--- config.mk ---
export PLATFORM = sky130hd
export DESIGN_NAME = serdes_status_jesd_reset_regs
export DESIGN_NICKNAME = d
export VERILOG_FILES = /design/src/shared/serdes_regs_pkg.sv /design/src/hw/lane_arrival_store.sv /design/src/hw/serdes_status_jesd_reset_regs.sv
export SDC_FILE = /design/constraint.sdc
export NUM_CORES = 1
export LEC_CHECK = 0
export ABC_AREA = 1
export ABC_CLOCK_PERIOD_IN_PS = 1600
export BUFFER_PORTS_ARGS = -buffer_cell sky130_fd_sc_hd__buf_2
export CAP_MARGIN = 10
export CORE_ASPECT_RATIO = 0.9
export CORE_MARGIN = 2
export CORE_UTILIZATION = 45
export CTS_CLUSTER_SIZE = 12
export DETAILED_ROUTE_END_ITERATION = 10
export PLACE_DENSITY_LB_ADDON = 0.12
export SLEW_MARGIN = 15
export SYNTH_ARGS = -nofsm -noshare
export SYNTH_HDL_FRONTEND = slang
export SYNTH_SLANG_ARGS = --single-unit
--- constraint.sdc ---
create_clock -name sys_clk -period 1.6 [get_ports sys_clk]
set_input_delay 0.32 -clock sys_clk [delete_from_list [all_inputs] [get_ports sys_clk]]
set_output_delay 0.32 -clock sys_clk [all_outputs]
set_load 0.005 [all_outputs]
--- src/shared/serdes_regs_pkg.sv ---
// Constants for the serial-receive status, link reset and analogue control registers.
// Assumes an 8-bit register port with 12-bit byte addresses, decoded upstream.
package serdes_regs_pkg;

   // ==========================================================
   // Widths
   localparam int ADDR_W     = 12;
   localparam int DATA_W     = 8;
   localparam int LANES      = 16;
   localparam int LANE_IDX_W = 4;
   localparam int PHASE_W    = 8;
   localparam int PLL_MACROS = 4;
   localparam int ARRIVAL_W  = 8;

   // ==========================================================
   // Register offsets
   localparam logic [ADDR_W-1:0] RECOVERY_FREEZE_ADDR    = 12'h238;
   localparam logic [ADDR_W-1:0] RECOVERED_PHASE_ADDR    = 12'h239;
   localparam logic [ADDR_W-1:0] PLL_LOCK_STATUS_ADDR    = 12'h250;
   localparam logic [ADDR_W-1:0] LINK_DIGITAL_RESET_ADDR = 12'h253;
   localparam logic [ADDR_W-1:0] EXT_REFERENCE_ADDR      = 12'h2B0;
   localparam logic [ADDR_W-1:0] CURRENT_DOUBLER_ADDR    = 12'h2B1;

   // ==========================================================
   // Field positions and reset values
   localparam int CTRL_BIT       = 0;
   localparam int LOCK_LIVE_LSB  = 4;
   localparam int LOCK_LOST_LSB  = 0;
   localparam logic CTRL_RESET   = 1'b0;
   localparam logic [PLL_MACROS-1:0] LOCK_LOST_RESET = 4'h0;
   localparam logic [DATA_W-1:0] READ_ZERO = 8'h00;

endpackage

--- src/hw/lane_arrival_store.sv ---
// Small memory of per-lane arrival values, written all lanes at once.
// Assumes write and read requests on sys_clk; read data appear one cycle later.
`timescale 1ns/1ns
module lane_arrival_store (
   input  wire logic                                         sys_clk,
   input  wire logic                                         rst,
   input  wire logic                                         ce,
   input  wire logic                                         wrEn,
   input  wire logic [serdes_regs_pkg::LANES-1:0][serdes_regs_pkg::ARRIVAL_W-1:0] wrData,
   input  wire logic [serdes_regs_pkg::LANE_IDX_W-1:0]       rdIdx,
   output logic      [serdes_regs_pkg::ARRIVAL_W-1:0]        rdData
);

   typedef struct packed {
      logic [serdes_regs_pkg::LANES-1:0][serdes_regs_pkg::ARRIVAL_W-1:0] mem;
      logic [serdes_regs_pkg::ARRIVAL_W-1:0]                            rd;
   } store_t;

   store_t state_q;
   store_t state_d;

   always_comb begin
      state_d = state_q;
      if (wrEn) begin
         state_d.mem = wrData;
      end
      // Registered read keeps the output straight from a flip-flop
      state_d.rd = state_q.mem[rdIdx];
   end

   always_ff @(posedge sys_clk) begin
      if (rst) begin
         state_q <= '0;
      end else if (ce) begin
         state_q <= state_d;
      end
   end

   assign rdData = state_q.rd;

endmodule

--- src/hw/serdes_status_jesd_reset_regs.sv ---
// Register bank for recovered-clock phase, serial PLL lock, link reset and analogue controls.
// Assumes the serial control port delivers decoded byte reads and writes on sys_clk;
// phase and lock inputs come from the lane macros, asynchronous to sys_clk.
`timescale 1ns/1ns

// What this block does
// - A read of the phase register returns the phase of the lane chosen by lane_select.
// - That phase value is given in Gray code, not binary.
// - Bits 7-4 of the PLL status register show the live lock of the four PLL macros.
// - Bits 3-0 set whenever the matching PLL lock is low, one bit per four lanes.
// - Those lock-lost bits stay set until software writes a 1 to them; 0 does nothing.
// - While the link reset bit is 1 the digital link receiver is held in reset only.
// - Lane arrival values are captured only at the first buffer release after link reset or after power-up reset.
// - The external reference select bit switches to the external reference ball.
// - The current doubler bit drives the DAC output-current doubling control.
// - While the freeze bit is set the recovery loop stops and the phase is held.
module serdes_status_jesd_reset_regs (
   input  wire logic                                          sys_clk,
   input  wire logic                                          rst,
   input  wire logic                                          ce,
   input  wire logic                                          regWrite,
   input  wire logic                                          regRead,
   input  wire logic [serdes_regs_pkg::ADDR_W-1:0]            regAddr,
   input  wire logic [serdes_regs_pkg::DATA_W-1:0]            regWdata,
   output logic      [serdes_regs_pkg::DATA_W-1:0]            regRdata,
   output logic                                               regRvalid,
   input  wire logic [serdes_regs_pkg::LANE_IDX_W-1:0]        laneSelect,
   input  wire logic [serdes_regs_pkg::LANES-1:0][serdes_regs_pkg::PHASE_W-1:0] lanePhase,
   input  wire logic [serdes_regs_pkg::PLL_MACROS-1:0]        pllLockedLive,
   input  wire logic                                          elasticRelease,
   input  wire logic [serdes_regs_pkg::LANES-1:0][serdes_regs_pkg::ARRIVAL_W-1:0] laneArrivalIn,
   input  wire logic [serdes_regs_pkg::LANE_IDX_W-1:0]        laneArrivalIdx,
   output logic      [serdes_regs_pkg::ARRIVAL_W-1:0]         laneArrivalValues,
   output logic                                               recoveryFreeze,
   output logic                                               linkDigitalReset,
   output logic                                               extReferenceEnable,
   output logic                                               currentDoublerEnable
);

   // ==========================================================
   // State
   typedef logic [serdes_regs_pkg::LANES-1:0][serdes_regs_pkg::PHASE_W-1:0] phase_bank_t;

   typedef struct packed {
      logic                                      freeze;
      logic                                      linkRst;
      logic                                      ext_reference_ball;
      logic                                      curDbl;
      logic [serdes_regs_pkg::PLL_MACROS-1:0]    lockLost;
      logic [serdes_regs_pkg::PLL_MACROS-1:0]    lockMeta;
      logic [serdes_regs_pkg::PLL_MACROS-1:0]    lockSync;
      phase_bank_t                               phaseMeta;
      phase_bank_t                               phaseSync;
      phase_bank_t                               phaseHeld;
      logic                                      armed;
      logic [serdes_regs_pkg::DATA_W-1:0]        rdata;
      logic                                      rvalid;
   } regs_t;

   regs_t state_q;
   regs_t state_d;

   logic        captureNow;
   phase_bank_t phaseGray;

   // ==========================================================
   // Helpers
   function automatic logic [serdes_regs_pkg::PHASE_W-1:0] toGray(
      input logic [serdes_regs_pkg::PHASE_W-1:0] bin);
      toGray = bin ^ (bin >> 1);
   endfunction

   function automatic logic hits(input logic [serdes_regs_pkg::ADDR_W-1:0] a,
                                 input logic [serdes_regs_pkg::ADDR_W-1:0] reg_a);
      hits = (a == reg_a);
   endfunction

   // One live bit per control register; reserved bits always read zero
   function automatic logic [serdes_regs_pkg::DATA_W-1:0] ctrlByte(input logic b);
      ctrlByte                            = serdes_regs_pkg::READ_ZERO;
      ctrlByte[serdes_regs_pkg::CTRL_BIT] = b;
   endfunction

   // ==========================================================
   // Gray coding ahead of the crossing, so a sample caught mid-change is off by one step only
   genvar g;
   generate
      for (g = 0; g < serdes_regs_pkg::LANES; g = g + 1) begin : gGray
         assign phaseGray[g] = toGray(lanePhase[g]);
      end
   endgenerate

   // ==========================================================
   // Next state
   always_comb begin
      state_d = state_q;

      // Two-stage synchronisers; the first stage feeds only the second
      state_d.lockMeta  = pllLockedLive;
      state_d.lockSync  = state_q.lockMeta;
      state_d.phaseMeta = phaseGray;
      state_d.phaseSync = state_q.phaseMeta;

      // Held copy stops following while frozen, so a read sees a steady value
      if (!state_q.freeze) begin
         state_d.phaseHeld = state_q.phaseSync;
      end

      if (regWrite) begin
         if (hits(regAddr, serdes_regs_pkg::RECOVERY_FREEZE_ADDR)) begin
            state_d.freeze = regWdata[serdes_regs_pkg::CTRL_BIT];
         end
         if (hits(regAddr, serdes_regs_pkg::LINK_DIGITAL_RESET_ADDR)) begin
            state_d.linkRst = regWdata[serdes_regs_pkg::CTRL_BIT];
         end
         if (hits(regAddr, serdes_regs_pkg::EXT_REFERENCE_ADDR)) begin
            state_d.ext_reference_ball = regWdata[serdes_regs_pkg::CTRL_BIT];
         end
         if (hits(regAddr, serdes_regs_pkg::CURRENT_DOUBLER_ADDR)) begin
            state_d.curDbl = regWdata[serdes_regs_pkg::CTRL_BIT];
         end
         if (hits(regAddr, serdes_regs_pkg::PLL_LOCK_STATUS_ADDR)) begin
            state_d.lockLost = state_q.lockLost
                             & ~regWdata[serdes_regs_pkg::LOCK_LOST_LSB +:
                                         serdes_regs_pkg::PLL_MACROS];
         end
      end
      // Written bits 7-4 would land on read-only live status, so they are dropped
      // Setting after the clear means a loss in the clearing cycle survives
      state_d.lockLost = state_d.lockLost | ~state_q.lockSync;

      // Re-arm whenever the link logic is held; disarm after one capture
      if (state_q.linkRst) begin
         state_d.armed = 1'b1;
      end else if (captureNow) begin
         state_d.armed = 1'b0;
      end

      state_d.rvalid = regRead;
      state_d.rdata  = serdes_regs_pkg::READ_ZERO;
      if (regRead) begin
         case (regAddr)
            serdes_regs_pkg::RECOVERY_FREEZE_ADDR: begin
               state_d.rdata = ctrlByte(state_q.freeze);
            end
            serdes_regs_pkg::RECOVERED_PHASE_ADDR: begin
               // Lane select is applied in the read cycle; settle it a cycle ahead
               state_d.rdata = state_q.phaseHeld[laneSelect];
            end
            serdes_regs_pkg::PLL_LOCK_STATUS_ADDR: begin
               state_d.rdata[serdes_regs_pkg::LOCK_LIVE_LSB +: serdes_regs_pkg::PLL_MACROS] =
                  state_q.lockSync;
               state_d.rdata[serdes_regs_pkg::LOCK_LOST_LSB +: serdes_regs_pkg::PLL_MACROS] =
                  state_q.lockLost;
            end
            serdes_regs_pkg::LINK_DIGITAL_RESET_ADDR: begin
               state_d.rdata = ctrlByte(state_q.linkRst);
            end
            serdes_regs_pkg::EXT_REFERENCE_ADDR: begin
               state_d.rdata = ctrlByte(state_q.ext_reference_ball);
            end
            serdes_regs_pkg::CURRENT_DOUBLER_ADDR: begin
               state_d.rdata = ctrlByte(state_q.curDbl);
            end
            default: begin
               state_d.rdata = serdes_regs_pkg::READ_ZERO;
            end
         endcase
      end
   end

   // Release attempts while the link logic is held are not real releases
   assign captureNow = elasticRelease && state_q.armed && !state_q.linkRst;

   // ==========================================================
   // Registers
   always_ff @(posedge sys_clk) begin
      if (rst) begin
         // Sync flops start at unlocked, so every lock-lost bit sets just after
         // reset; software clears them once the macros report lock
         state_q          <= '0;
         state_q.freeze   <= serdes_regs_pkg::CTRL_RESET;
         state_q.linkRst  <= serdes_regs_pkg::CTRL_RESET;
         state_q.ext_reference_ball   <= serdes_regs_pkg::CTRL_RESET;
         state_q.curDbl   <= serdes_regs_pkg::CTRL_RESET;
         state_q.lockLost <= serdes_regs_pkg::LOCK_LOST_RESET;
         // Armed at reset so the first release after power-up is kept as well
         state_q.armed    <= 1'b1;
      // Clock enable low holds every flop, synchronisers and read answer included
      end else if (ce) begin
         state_q <= state_d;
      end
   end

   // ==========================================================
   // Arrival value store
   // All lanes written in the capture cycle; read data lag the index by one cycle
   lane_arrival_store uArrival (
      .sys_clk (sys_clk),
      .rst     (rst),
      .ce      (ce),
      .wrEn    (captureNow),
      .wrData  (laneArrivalIn),
      .rdIdx   (laneArrivalIdx),
      .rdData  (laneArrivalValues)
   );

   // ==========================================================
   // Outputs
   // Lane circuitry sees only the freeze; link reset goes to the digital receiver alone
   assign recoveryFreeze       = state_q.freeze;
   assign linkDigitalReset     = state_q.linkRst;
   assign extReferenceEnable   = state_q.ext_reference_ball;
   assign currentDoublerEnable = state_q.curDbl;
   assign regRdata             = state_q.rdata;
   assign regRvalid            = state_q.rvalid;

endmodule

---- Yosys cells after proc, flatten, opt, wreduce, memory -nomap -nowiden ----
Cells that the tools add are included.
word-level totals
  flip-flop bits (word level) ............. 546
  bits in latches ......................... 0
  bits in writable memories ............... 0
  ROM bits ................................ 0
  bits of input ports ..................... 294
  output and inout port bits .............. 21
  logic and storage cells ................. 125
  memories ................................ 0
cells by class
  add/subtract/negate cells ............... 0
  $mul .................................... 0
  divide/modulo/power cells ............... 0
  magnitude comparators ................... 2
  equality and inequality tests ........... 6
  shift operators ......................... 0
  muxes and demuxes ....................... 10
  bitwise logic cells ..................... 21
  reduce and logical (&&, ||, !) cells .... 11
operators with widths
  kind                    number
  $xor A8 B7 Y8           16
  $eq A12 B10 Y1 const B  6
  $bmux W8 S4             2
  $pmux W8 S6             1
  $mux W8                 3
  $reduce_and A3 Y1       4
  $lt A4 B5 Y1 const B    2
  $mux W4                 2
  $not A4 Y4              2
  $reduce_and A2 Y1       3
  $and A4 B4 Y4           1
  $or A4 B4 Y4            1
  $logic_and A1 B1 Y1     2
  $mux W1                 2
  $reduce_bool A2 Y1      1
  $logic_not A1 Y1        1
  $not A1 Y1              1

---- Depth between registers and ports, before layout ----
Gate-level depths: netlist (run 1).
  depth after elaboration ................. 5
  gate-level depth with buffers ........... 11
  gate-level depth less buffers ........... 10

---- By module ----
Synthesis (run 1) repeated with hierarchy kept, for this count alone.
unflattened totals
  cell total of the unflattened synthesis .. 3170
  area total of the unflattened synthesis .. 23109.7 sq um
modules (own cells, without submodules)
  module                         instances  cells each  area each (sq um)  seq. area each (sq um)
  serdes_status_jesd_reset_regs  1          2271        17050.1            8207.9
  lane_arrival_store             1          899         6059.6             2722.6

---- Worst setup path after synthesis (run 1) ----
Ideal clock, no wire load.
  path type ............................... in2reg
  from .................................... input regAddr[8] (netlist name)
  to ...................................... register state_q, in the netlist regRdata[7]
  library setup time ...................... 0.067 ns
  arrival ................................. 1.285 ns
  data required time ...................... 1.533 ns
  slack ................................... 0.248 ns
  stages .................................. 9
  buffers on the path ..................... 0
  cell sequence ........................... inv_1 > nand2_1 > nor2_1 > nand3_1 > nor3_1 > nand2_1 > nand2_1 > nand2_1 > a21oi_2
on the way
  cells in the longest elaborated chain, start to end .. 3
  elaborated cells between the ends (all ways) .. 8
  those cells by class .................... eq/ne (6); mux (2)
RTL lines
  what                  line                                  RTL
  from (decl)           serdes_status_jesd_reset_regs.sv:23   input wire logic [serdes_regs_pkg::ADDR_W-1:0] regAddr,
  $eq A12 B10 Y1        serdes_status_jesd_reset_regs.sv:142  case (regAddr)
  $pmux W8 S6 *         serdes_status_jesd_reset_regs.sv:142
  $mux W8 *             serdes_status_jesd_reset_regs.sv:141  if (regRead) begin
  to (signal assigned)  serdes_status_jesd_reset_regs.sv:191  state_q <= state_d;
  to (decl)             serdes_status_jesd_reset_regs.sv:60   regs_t state_q;
Every way passes the cells marked *; elsewhere a longest branch is shown, timed or not.
A chain may end at the register's enable or synchronous reset.

---- Final worst setup path (run 1) ----
  from .................................... input ce
  to ...................................... register uArrival.state_q[45] (netlist name)
on the way
  cells in the longest elaborated chain, start to end .. 1
RTL lines
  what                                line                                 RTL
  from (decl)                         serdes_status_jesd_reset_regs.sv:20  input wire logic ce,
  $reduce_and A2 Y1 (no source line)  n/a
  to (signal assigned)                lane_arrival_store.sv:35             state_q <= state_d;
  to (decl)                           lane_arrival_store.sv:19             store_t state_q;
No other way between the ends.

==> results of run 1 <==
## routing by layer
| metal | wire length [microns] | track usage | part of all wire | vias to the layer above |
|---|---|---|---|---|
| met3 | 3947 | 0.05127 | 0.059 | 140 |
| met2 | 30690 | 0.4025 | 0.46 | 529 |
| met1 | 30410 | 0.3375 | 0.45 | 10010 |
| met4 | 2392 | 0.09938 | 0.035 | 0 |
| met5 | 0 | 0 | 0 | - |
| li1 | - | - | - | 10850 |
## stage by stage
stage / hold slack [ns] / cell area [sq um]
after floorplan: 0.4245 / 22800
after global placement: 0.4373 / 25520
after detailed placement: 0.4446 / 25520
after CTS: 0.01664 / 28860
after global routing: 0.02275 / 28920
final: 0.04669 / 28920
## synth_stat cells, types with 2 or more instances
| cell | count |
|---|---|
| sky130_fd_sc_hd__o211ai_1 | 2 |
| sky130_fd_sc_hd__buf_2 | 53 |
| sky130_fd_sc_hd__o22ai_1 | 4 |
| sky130_fd_sc_hd__nand4_1 | 7 |
| sky130_fd_sc_hd__nand3_1 | 142 |
| sky130_fd_sc_hd__or2_2 | 4 |
| sky130_fd_sc_hd__nand2_1 | 206 |
| sky130_fd_sc_hd__clkinv_1 | 2 |
| sky130_fd_sc_hd__nor3_2 | 3 |
| sky130_fd_sc_hd__xor2_1 | 112 |
| sky130_fd_sc_hd__o221ai_1 | 26 |
| sky130_fd_sc_hd__a21oi_1 | 287 |
| sky130_fd_sc_hd__nor3_1 | 2 |
| sky130_fd_sc_hd__nor2_1 | 599 |
| sky130_fd_sc_hd__buf_1 | 19 |
| sky130_fd_sc_hd__o21ai_1 | 29 |
| sky130_fd_sc_hd__inv_2 | 5 |
| sky130_fd_sc_hd__buf_4 | 20 |
| sky130_fd_sc_hd__clkbuf_1 | 147 |
| sky130_fd_sc_hd__dfxtp_1 | 546 |
| sky130_fd_sc_hd__inv_1 | 340 |
| sky130_fd_sc_hd__o21ai_0 | 566 |
## report_power, final
group | total (W) | internal [W] | switching, W
Sequential | 0.0149 | 0.0146 | 0.000383
Combinational | 0.00411 | 0.00172 | 0.00239
Clock | 0.0133 | 0.00787 | 0.00540
## registers in the layout, summed over array words and instances, names as in the netlist
signal and cells:
state_q 265, state_d 132, extReferenceEnable 1, recoveryFreeze 1
regRvalid 1, regRdata 8, uArrival.state_q 128, uArrival.rdData 8
linkDigitalReset 1, currentDoublerEnable 1
## cells by family (layout without fill, tap and decap cells)
group | after synthesis | in the layout | synth area share
flip-flops | 546 | 546 | 0.4794
AO/OA/AOI/OAI | 915 | 915 | 0.2057
AND/OR/NAND/NOR | 964 | 964 | 0.1687
buffers and inverters | 587 | 1026 | 0.1032
XOR/XNOR | 112 | 112 | 0.04302
other | 0 | 5 | 0
## worst register-to-register path: cells and delay by family, from the launching register on
family | cells | cell delay [ns]
and+or+nand+nor | 3 | 0.40
AOI/OAI and AO/OA | 1 | 0.22
buffers and inverters | 2 | 0.42
DFF | 1 | 0.33
## timing repair
item / 4_1_cts / 5_1_grt
gates resized for setup: 1 / 7
gates cloned: 0 / 1
hold buffers: 147 / 0
endpoints found under the hold margin: 147 / 0
setup buffers: 0 / 0
setup endpoints to repair: 1 / 28
## how the worst max path moves through the flow
| stage | startpoint | end | cells past startpoint |
|---|---|---|---|
| after detailed placement | laneSelect[0] | regRdata[0] | 12 |
| after CTS | recoveryFreeze | recoveryFreeze | 1 |
| after global routing | ce | uArrival.state_q[107] | 8 |
| final | ce | uArrival.state_q[45] | 8 |
| after floorplan | regAddr[8] | regRdata[7] | 9 |
| after global placement | laneSelect[0] | regRdata[0] | 12 |
## final cells by class
cell class	instances	area, sq um	area share
Multi-Input combinational cell	1991	9525	0.3293
Tap cell	680	850.8	0.02942
Antenna cell	5	12.51	0.0004326
Timing Repair Buffer	576	4405	0.1523
Clock buffer	93	1744	0.06030
Inverter	347	1325	0.04581
Clock inverter	10	128.9	0.004456
Sequential cell	546	10930	0.3779
==> impl_results.md, run 1 <==
* Count of nets left with antenna violations after detail routing at 0
* Mean post-synth cell area at around 7.3 sq um
* Clk slew on worst S/H paths at 0.06 ns
* Result of the run: complete, no violations
* H-tree levels at 2
* Largest delay share family, worst path: buffers and inverters
* Min Tclk post-route at between 1.5 and 2 ns
* Initial antenna violation count at 5
* IO buf count at 310
* Worst setup slack after placement at -0.1495 ns
* Commonest cells after routing, fill and taps aside: sky130_fd_sc_hd__nor2_1 (599), sky130_fd_sc_hd__o21ai_0 (564), sky130_fd_sc_hd__dfxtp_1 (545), sky130_fd_sc_hd__inv_1 (339), sky130_fd_sc_hd__buf_2 (308)
* Critical path start-end classification: input port to register
* Number of cells on the worst reg-to-reg path at 6
* Global-route congestion overflow total at 0
* Worst hold path class: input port to register
* Nets@finish at between 3000 and 4000
* I/O pin count at 315
* Max Clock Skew at ~0.015 ns
* Cell Pwr Density at roughly 1100 mW/mm^2
* First-pass GRT wire length at 106.9 mm
* Ys flop type: sky130_fd_sc_hd__dfxtp_1
* Mapped Nets at 3418
* GR Util All Layers at 0.2533
* Number of synthesized flops with an enable pin at 0
* Worst hold start: lanePhase[8]
* IR drop worst, VDD at 0.7924 mV
* Synth area leaders: sky130_fd_sc_hd__dfxtp_1 (48%), sky130_fd_sc_hd__o21ai_0 (12%), sky130_fd_sc_hd__nor2_1 (9.9%)
* HPWL after detailed placement at between 40 and 50 mm
* Worst Path Arrival at 2.12 ns
* Max frequency at 0.6349 GHz
* Utilization of the core after routing at 0.5755
* Share of the cycle needed by the critical path after routing at 0.9844
* Die area at 0.05249 sq mm
* Hold path endpoint: state_d[146]
* Layout cell share with drive strength beyond 1 at 0.1482
* Core footprint at 0.05026 sq mm
* Yosys Warn Count at 0
* Crit path max fanout at just over 80
* Detailed-route wire length per cell at roughly 16 microns
* Sequential area share after synthesis at 0.4794
* Number of buffers created by CTS at 57
* Root buffer cell: sky130_fd_sc_hd__clkbuf_16
* Signed area change from the synthesized netlist to the final layout at 26.85%
* Via density per instance at 5.067
* CTS tree: done
* Placement Rows at between 70 and 80
* Cell type contributing the most total cell area after synthesis: sky130_fd_sc_hd__dfxtp_1
* Post-route setup TNS at 0 ns
* Crit end category: register
* Largest stage delay on the critical path at 0.54 ns
* Initial cell density of the core at 0.4537
* Setup WS post-layout at between 0.02 and 0.025 ns
* Final hold violations at 0
* Required time reported for the critical path endpoint at 2.14 ns
* Setup slack, reg-to-reg at approximately 0.16 ns
* Rel. slew slack at 0.7260
* Max-slew violation total from the final report at 0
* Via count of the first global-routing pass at approximately 21000
* Flip-flop and latch count after synthesis at 546
* Synth top area share at 0.4794
* Pin count of the biggest net entering global routing at approximately 130
* Die Wd at ~240 microns
* Number of distinct library cells after synthesis at 25
* Drt pass-1 iters at 5
* Number of setup violations in the final report at 0
* Post-route non-filler standard cell count at 4248
* Critical path buffers and inverters at 5
* Total chip power at ~0.032 W
* Placed cell count at ~4000
* Worst flop-to-flop path startpoint: state_q[9]
* RSZ-0062 raised after global routing: no
* Number of vias after detailed routing at roughly 22000
* CP cell instances: dlygate4sd3_1, clkbuf_8, inv_8, nor3_4, buf_4, buf_16, o21ai_0, nor2_1
* Cell depth of the worst min-delay path at 4
* Number of DRC markers in iteration 0 at ~1600
* Netlist area before placement at 0.02280 sq mm
* Number of fillers in the final layout at ~4700
* RD Place Congestion at around 0.89
* Maximum root-to-sink buffer count at 3
* Static Leak at 13.44 nW
* Worst Max-Slew Pin Slew at roughly 0.41 ns
* Max capacitance violation total at 0
* Cell at the slowest stage of the critical path: sky130_fd_sc_hd__dlygate4sd3_1
* Capture instance of the worst register-to-register path: uArrival.state_q[45]
* Number of cells produced by synthesis at 3124
* Routed Wire Length at 67.44 mm
* Die boundary height at roughly 220 microns
* Clock insertion delay at the later pin of the skew report at about 0.6 ns
* Most frequent standard cell in the layout excluding fill and tap cells: sky130_fd_sc_hd__nor2_1
* Type of origin of the critical path: input port
* Clock sinks at about 550
* Asr flop ratio synth at 0
* DRC viols at 0
Note: power is estimated with default switching activity, not from simulation.
==> run 2: changes to the inputs <==
CORE_UTILIZATION = 35   (was 45)
PLACE_DENSITY_LB_ADDON = 0.08   (was 0.12)
==> run 2 against run 1 <==
  * Combinational power increased by 1%
  * Critical path type is now register to primary output
  * Clock power up 3%
  * Clock skew decreased by 0.0025 ns
  * Largest power group unchanged
  * Sequential cell count unchanged
==> impl_results.md, run 2 (synthesized netlist as in run 1, its figures left out) <==
* Result of the run: complete, no violations (unchanged)
* Largest stage delay on the critical path at 0.46 ns (was 0.54 ns)
* Min Tclk post-route at 1.549 ns (was 1.575 ns)
* Number of buffers created by CTS at 59 (was 57)
* Initial antenna violation count at 0 (was 5)
* Commonest cells after routing, fill and taps aside: sky130_fd_sc_hd__nor2_1 (599), sky130_fd_sc_hd__o21ai_0 (566), sky130_fd_sc_hd__dfxtp_1 (545), sky130_fd_sc_hd__inv_1 (339), sky130_fd_sc_hd__buf_2 (308) (was sky130_fd_sc_hd__nor2_1 (599), sky130_fd_sc_hd__o21ai_0 (564), sky130_fd_sc_hd__dfxtp_1 (545), sky130_fd_sc_hd__inv_1 (339), sky130_fd_sc_hd__buf_2 (308))
* Die Wd at 273.1 microns (was 241.3 microns)
* Initial cell density of the core at 0.3546 (was 0.4537)
* Cell Pwr Density at 1121 mW/mm^2 (was 1117 mW/mm^2)
* Max capacitance violation total at 0 (unchanged)
* Critical path start-end classification: register to primary output (was input port to register)
* Number of DRC markers in iteration 0 at 1237 (was 1622)
* Core footprint at 0.06430 sq mm (was 0.05026 sq mm)
* GR Util All Layers at 0.2061 (was 0.2533)
* Routed Wire Length at 70.49 mm (was 67.44 mm)
* Crit end category: primary output (was register)
* Clk slew on worst S/H paths at 0.06 ns (about the same)
* H-tree levels at 2 (unchanged)
* Rel. slew slack at 0.5681 (was 0.7260)
* Crit path max fanout at 2 (was 82)
* Cell depth of the worst min-delay path at 3 (was 4)
* Type of origin of the critical path: register (was input port)
* Drt pass-1 iters at 7 (was 5)
* Clock insertion delay at the later pin of the skew report at 0.61 ns (about the same)
* Cell at the slowest stage of the critical path: sky130_fd_sc_hd__dfxtp_1 (was sky130_fd_sc_hd__dlygate4sd3_1)
* Clock sinks at 546 (unchanged)
* Static Leak at 13.52 nW (was 13.44 nW)
* Root buffer cell: sky130_fd_sc_hd__clkbuf_16 (unchanged)
* Layout cell share with drive strength beyond 1 at 0.1536 (was 0.1482)
* I/O pin count at 315 (unchanged)
* Signed area change from the synthesized netlist to the final layout at 28.28% (was 26.85%)
* CTS tree: done (unchanged)
* Detailed-route wire length per cell at 15.92 microns (was 15.87 microns)
* Max Clock Skew at 0.01268 ns (was 0.01520 ns)
* Number of setup violations in the final report at 0 (unchanged)
* Share of the cycle needed by the critical path after routing at 0.9683 (was 0.9844)
* Nets@finish at 3825 (was 3813)
* Number of cells on the worst reg-to-reg path at 5 (was 6)
* RD Place Congestion at 0.8808 (was 0.8893)
* Final hold violations at 0 (unchanged)
* Worst setup slack after placement at -0.2884 ns (was -0.1495 ns)
* Post-route setup TNS at 0 ns (unchanged)
* Critical path buffers and inverters at 1 (was 5)
* Largest delay share family, worst path: flip-flops (was buffers and inverters)
* Via count of the first global-routing pass at 20440 (was 20800)
* IO buf count at 310 (unchanged)
* Worst hold path class: input port to register (unchanged)
* Number of antenna repair diodes at 0 (was 5)
* Die boundary height at 246.1 microns (was 217.6 microns)
* HPWL after detailed placement at 49.34 mm (was 45.26 mm)
* CP cell instances: buf_2 (was dlygate4sd3_1, clkbuf_8, inv_8, nor3_4, buf_4, buf_16, o21ai_0, nor2_1)
* Number of flip-flops under the largest register name at 265 (unchanged)
* Pin count of the biggest net entering global routing at 103 (was 126)
* Tightest hold margin at 0.04792 ns (was 0.04669 ns)
* Total number of cells along the worst setup path at 1 (was 8)
* Most flops, register: state_q (unchanged)
* First-pass GRT wire length at 110.4 mm (was 106.9 mm)
* Via density per instance at 4.802 (was 5.067)
* Max frequency at 0.6454 GHz (was 0.6349 GHz)
* Worst Path Arrival at 1.23 ns (was 2.12 ns)
* DRC viols at 0 (unchanged)
* Max-slew violation total from the final report at 0 (unchanged)
* RSZ-0062 raised after global routing: no (unchanged)
* Most frequent standard cell in the layout excluding fill and tap cells: sky130_fd_sc_hd__nor2_1 (unchanged)
* Required time reported for the critical path endpoint at 1.28 ns (was 2.14 ns)
* Die area at 0.06721 sq mm (was 0.05249 sq mm)
* Number of setup buffers added after CTS at 0 (unchanged)
* Number of vias after detailed routing at 21270 (was 21520)
* Count of nets left with antenna violations after detail routing at 0 (unchanged)
* IR drop worst, VDD at 0.9495 mV (was 0.7924 mV)
* Worst Max-Slew Pin Slew at 0.6479 ns (was 0.4110 ns)
* Setup WS post-layout at 0.05068 ns (was 0.02489 ns)
* Placement Rows at 88 (was 78)
* Global-route congestion overflow total at 0 (unchanged)
* Maximum root-to-sink buffer count at 3 (unchanged)
[run 2: cell types whose count changed in the layout (fill, tap and decap cells not counted), moves of 2 or more]
cell,change
sky130_fd_sc_hd__buf_12,+3
sky130_fd_sc_hd__buf_16,-2
sky130_fd_sc_hd__buf_4,+12
sky130_fd_sc_hd__buf_6,-2
sky130_fd_sc_hd__clkbuf_1,-10
sky130_fd_sc_hd__clkinv_2,+10
sky130_fd_sc_hd__diode_2,-5
sky130_fd_sc_hd__o21ai_0,+2
sky130_fd_sc_hd__o21ai_1,-2
[run 2: per-stage QoR]
stage | power, W | instances | cell area (sq um) | util
floorplan | 0.01742 | 3124 | 22800 | -
global placement | 0.01909 | 4178 | 25830 | 0.4017
detailed placement | 0.01913 | 4178 | 25830 | 0.4017
CTS | 0.03323 | 4429 | 29250 | 0.4549
global route | 0.03439 | 4429 | 29250 | 0.4549
finish | 0.03279 | 4429 | 29250 | 0.4549
[run 2: worst paths after layout]
kind | from | slack, ns | end
setup / recovery | regRdata[2] | 0.05 | regRdata[2]
hold / removal | lanePhase[79] | 0.05 | state_d[217]
setup reg to reg | recoveryFreeze | 0.16 | state_q[65]
hold reg to reg | state_q[128] | 0.45 | state_q[128]
[run 2: area by class of cell]
| type | count | area, sq um |
|---|---|---|
| Clock buffer | 84 | 1743 |
| Timing Repair Buffer | 586 | 4453 |
| Multi-Input combinational cell | 1991 | 9525 |
| Tap cell | 855 | 1070 |
| Fill cell | 6628 | 35050 |
| Inverter | 347 | 1324 |
| Sequential cell | 546 | 10930 |
| Clock inverter | 20 | 202.7 |
[run 2: layer usage]
layer,part of all wire,up-vias,track usage
li1,-,10840,-
met1,0.47,9854,0.2764
met2,0.44,434,0.3277
met5,0,-,0
met4,0.040,0,0.08647
met3,0.046,138,0.03460
[run 2: repair_timing]
item                       CTS  global route
setup endpoints to repair    1             0
resized for setup            1             0
hold buffers               147             0
hold endpoints to repair   147             0
[run 2: power breakdown]
part / leakage, nW / internal (W) / switching, W
Sequential: 4.52 / 0.0146 / 0.000395
Clock: 0.972 / 0.00814 / 0.00555
Combinational: 8.03 / 0.00173 / 0.00242
Total: 13.5 / 0.0244 / 0.00836
[run 2: worst reg2reg max path, cell delays in order (launching register included)]
cell and delay (ns):
sky130_fd_sc_hd__dfxtp_1 0.36, sky130_fd_sc_hd__nor2_2 0.20, sky130_fd_sc_hd__inv_6 0.14, sky130_fd_sc_hd__buf_12 0.23, sky130_fd_sc_hd__o21ai_0 0.32, sky130_fd_sc_hd__a21oi_1 0.07
==> run 3: changes to the inputs <==
CORE_UTILIZATION = 57   (was 35)
PLACE_DENSITY_LB_ADDON = 0.1   (was 0.08)
==> run 3 against run 2 <==
  * Via count grew 2.9%
  * Register-to-register slack lost 0.08 ns
  * Total power decreased by 5.3%
  * Hold slack got worse by 0.030 ns
  * Critical path depth is 5 higher
  * Final area is 3.9% lower
  * Count of clock-buffer cells in the layout shrank 1
  * Utilization up 26 points
==> impl_results.md, run 3 (synthesized netlist as in run 1, its figures left out) <==
* RD Place Congestion at 0.9432 (was 0.8808)
* Share of the cycle needed by the critical path after routing at 0.9487 (was 0.9683)
* Multi-input combinational cell area at 0.009528 sq mm (was 0.009525 sq mm)
* Worst Max-Slew Pin Slew at 0.5968 ns (was 0.6479 ns)
* Number of flip-flops under the largest register name at 265 (unchanged)
* Count of nets left with antenna violations after detail routing at 0 (unchanged)
* Root buffer cell: sky130_fd_sc_hd__clkbuf_16 (unchanged)
* CP cell instances: nand2_1, nor3_4, clkinv_2, buf_12, nor2_1, nor2_1 (was buf_2)
* Initial cell density of the core at 0.5779 (was 0.3546)
* Pin count of the biggest net entering global routing at 132 (was 103)
* Max capacitance violation total at 0 (unchanged)
* DRC viols at 0 (unchanged)
* Area of all sequential standard cells at 0.01093 sq mm (about the same)
* Worst Path Arrival at 2.00 ns (was 1.23 ns)
* Layout cell share with drive strength beyond 1 at 0.1378 (was 0.1536)
* Type of origin of the critical path: register (unchanged)
* Static Leak at 13.10 nW (was 13.52 nW)
* Placement Rows at 69 (was 88)
* Via count of the first global-routing pass at 20520 (was 20440)
* IO buf count at 310 (unchanged)
* Most flops, register: state_q (unchanged)
* Setup WS post-layout at 0.08208 ns (was 0.05068 ns)
* Worst setup slack after placement at -0.1769 ns (was -0.2884 ns)
* Initial antenna violation count at 6 (was 0)
* Final hold violations at 0 (unchanged)
* Core footprint at 0.03945 sq mm (was 0.06430 sq mm)
* Required time reported for the critical path endpoint at 2.08 ns (was 1.28 ns)
* Clk slew on worst S/H paths at 0.06 ns (about the same)
* Number of fillers in the final layout at 3246 (was 6628)
* Commonest cells after routing, fill and taps aside: sky130_fd_sc_hd__nor2_1 (598), sky130_fd_sc_hd__o21ai_0 (566), sky130_fd_sc_hd__dfxtp_1 (544), sky130_fd_sc_hd__inv_1 (339), sky130_fd_sc_hd__buf_2 (308) (was sky130_fd_sc_hd__nor2_1 (599), sky130_fd_sc_hd__o21ai_0 (566), sky130_fd_sc_hd__dfxtp_1 (545), sky130_fd_sc_hd__inv_1 (339), sky130_fd_sc_hd__buf_2 (308))
* Placed cell count at 3805 (was 4178)
* Crit end category: register (was primary output)
* Crit path max fanout at 90 (was 2)
* Max frequency at 0.6588 GHz (was 0.6454 GHz)
* Die boundary height at 193.7 microns (was 246.1 microns)
* Max-slew violation total from the final report at 0 (unchanged)
* Cell Pwr Density at 1105 mW/mm^2 (was 1121 mW/mm^2)
* Clock insertion delay at the later pin of the skew report at 0.60 ns (was 0.61 ns)
* Utilization of the core after routing at 0.7127 (was 0.4549)
* Drt pass-1 iters at 5 (was 7)
* I/O pin count at 315 (unchanged)
* GR Util All Layers at 0.3028 (was 0.2061)
* Number of setup violations in the final report at 0 (unchanged)
* Result of the run: complete, no violations (unchanged)
* Total chip power at 0.03106 W (was 0.03279 W)
* Maximum root-to-sink buffer count at 3 (unchanged)
* RSZ-0062 raised after global routing: no (unchanged)
* Cell at the slowest stage of the critical path: sky130_fd_sc_hd__dfxtp_1 (unchanged)
* Post-route non-filler standard cell count at 4042 (was 4429)
* Die area at 0.04162 sq mm (was 0.06721 sq mm)
* Global-route congestion overflow total at 0 (unchanged)
* Critical path start-end classification: register to register (was register to primary output)
* Worst hold path class: input port to register (unchanged)
* HPWL after detailed placement at 41.55 mm (was 49.34 mm)
* IR drop worst, VDD at 0.8053 mV (was 0.9495 mV)
* Largest stage delay on the critical path at 0.33 ns (was 0.46 ns)
* Signed area change from the synthesized netlist to the final layout at 23.32% (was 28.28%)
* Max Clock Skew at 0.01094 ns (was 0.01268 ns)
* Number of buffers created by CTS at 55 (was 59)
* Detailed-route wire length per cell at 16.16 microns (was 15.92 microns)
* Number of DRC markers in iteration 0 at 1872 (was 1237)
* Routed Wire Length at 65.32 mm (was 70.49 mm)
* Number of vias after detailed routing at 21880 (was 21270)
* H-tree levels at 2 (unchanged)
* CTS tree: done (unchanged)
* Clock sinks at 546 (unchanged)
* Min Tclk post-route at 1.518 ns (was 1.549 ns)
* Nets@finish at 3767 (was 3825)
* First-pass GRT wire length at 103.8 mm (was 110.4 mm)
* Die Wd at 214.8 microns (was 273.1 microns)
* Most frequent standard cell in the layout excluding fill and tap cells: sky130_fd_sc_hd__nor2_1 (unchanged)
* Via density per instance at 5.414 (was 4.802)
* Tightest hold margin at 0.01795 ns (was 0.04792 ns)
* Crit-path most repeated cell: sky130_fd_sc_hd__nor2_1
* Rel. slew slack at 0.6022 (was 0.5681)
run 3: cell types whose count changed in the layout (fill, tap and decap cells not counted), sizes merged:
cell | before | now
buf | 438 | 392
clkinv | 18 | 8
dlygate4sd3 | 147 | 139
inv | 344 | 343
diode | 0 | 6
clkinvlp | 1 | 0
clkbuf | 85 | 84
bufinv | 4 | 1
run 3: path summary, 6_finish.rpt:
path,from,slack [ns],depth (start not counted),end
min,laneArrivalIn[97],0.02,3,uArrival.state_q[105]
min reg2reg,uArrival.state_q[47],0.45,2,uArrival.state_q[47]
max reg2reg,state_q[9],0.08,6,uArrival.state_q[66]
max,state_q[9],0.08,6,uArrival.state_q[66]
run 3: power by group:
group / total [W] / switching [W] / internal, W
Sequential: 0.0149 / 0.000384 / 0.0146
Clock: 0.0121 / 0.00519 / 0.00691
Combinational: 0.00403 / 0.00240 / 0.00164
Total: 0.0311 / 0.00797 / 0.0231
run 3: per-stage QoR:
stage                     TNS (ns)  instance area, sq um
after global routing             0                 28110
final                            0                 28120
after floorplan                  0                 22800
after global placement      -1.044                 24970
after detailed placement    -1.296                 24970
after CTS                        0                 28020
run 3: worst max-delay path: cells and delay by family, from the launching register on:
kind | cells | cell delay, ns
simple gates | 4 | 0.64
buf+inv | 2 | 0.38
flops | 1 | 0.33
run 3: final cells by class:
cell class                      instances  area share
Sequential cell                       546      0.3888
Multi-Input combinational cell       1991      0.3389
Timing Repair Buffer                  532      0.1415
Clock buffer                           83     0.05776
Inverter                              347     0.04784
Tap cell                              532     0.02367
Clock inverter                          5    0.001023
Antenna cell                            6   0.0005340
run 3: repair_timing:
| item | CTS | global route |
|---|---|---|
| endpoints found under the hold margin | 139 | 0 |
| setup buffers | 0 | 2 |
| endpoints found under the setup margin | 0 | 24 |
| gates resized for setup | 0 | 12 |
| hold buffers | 139 | 0 |
run 3: layer usage:
metal	wire (microns)	track usage
met5	0	0
met2	29380	0.4786
met1	28410	0.4046
met4	2937	0.1361
met3	4592	0.05600
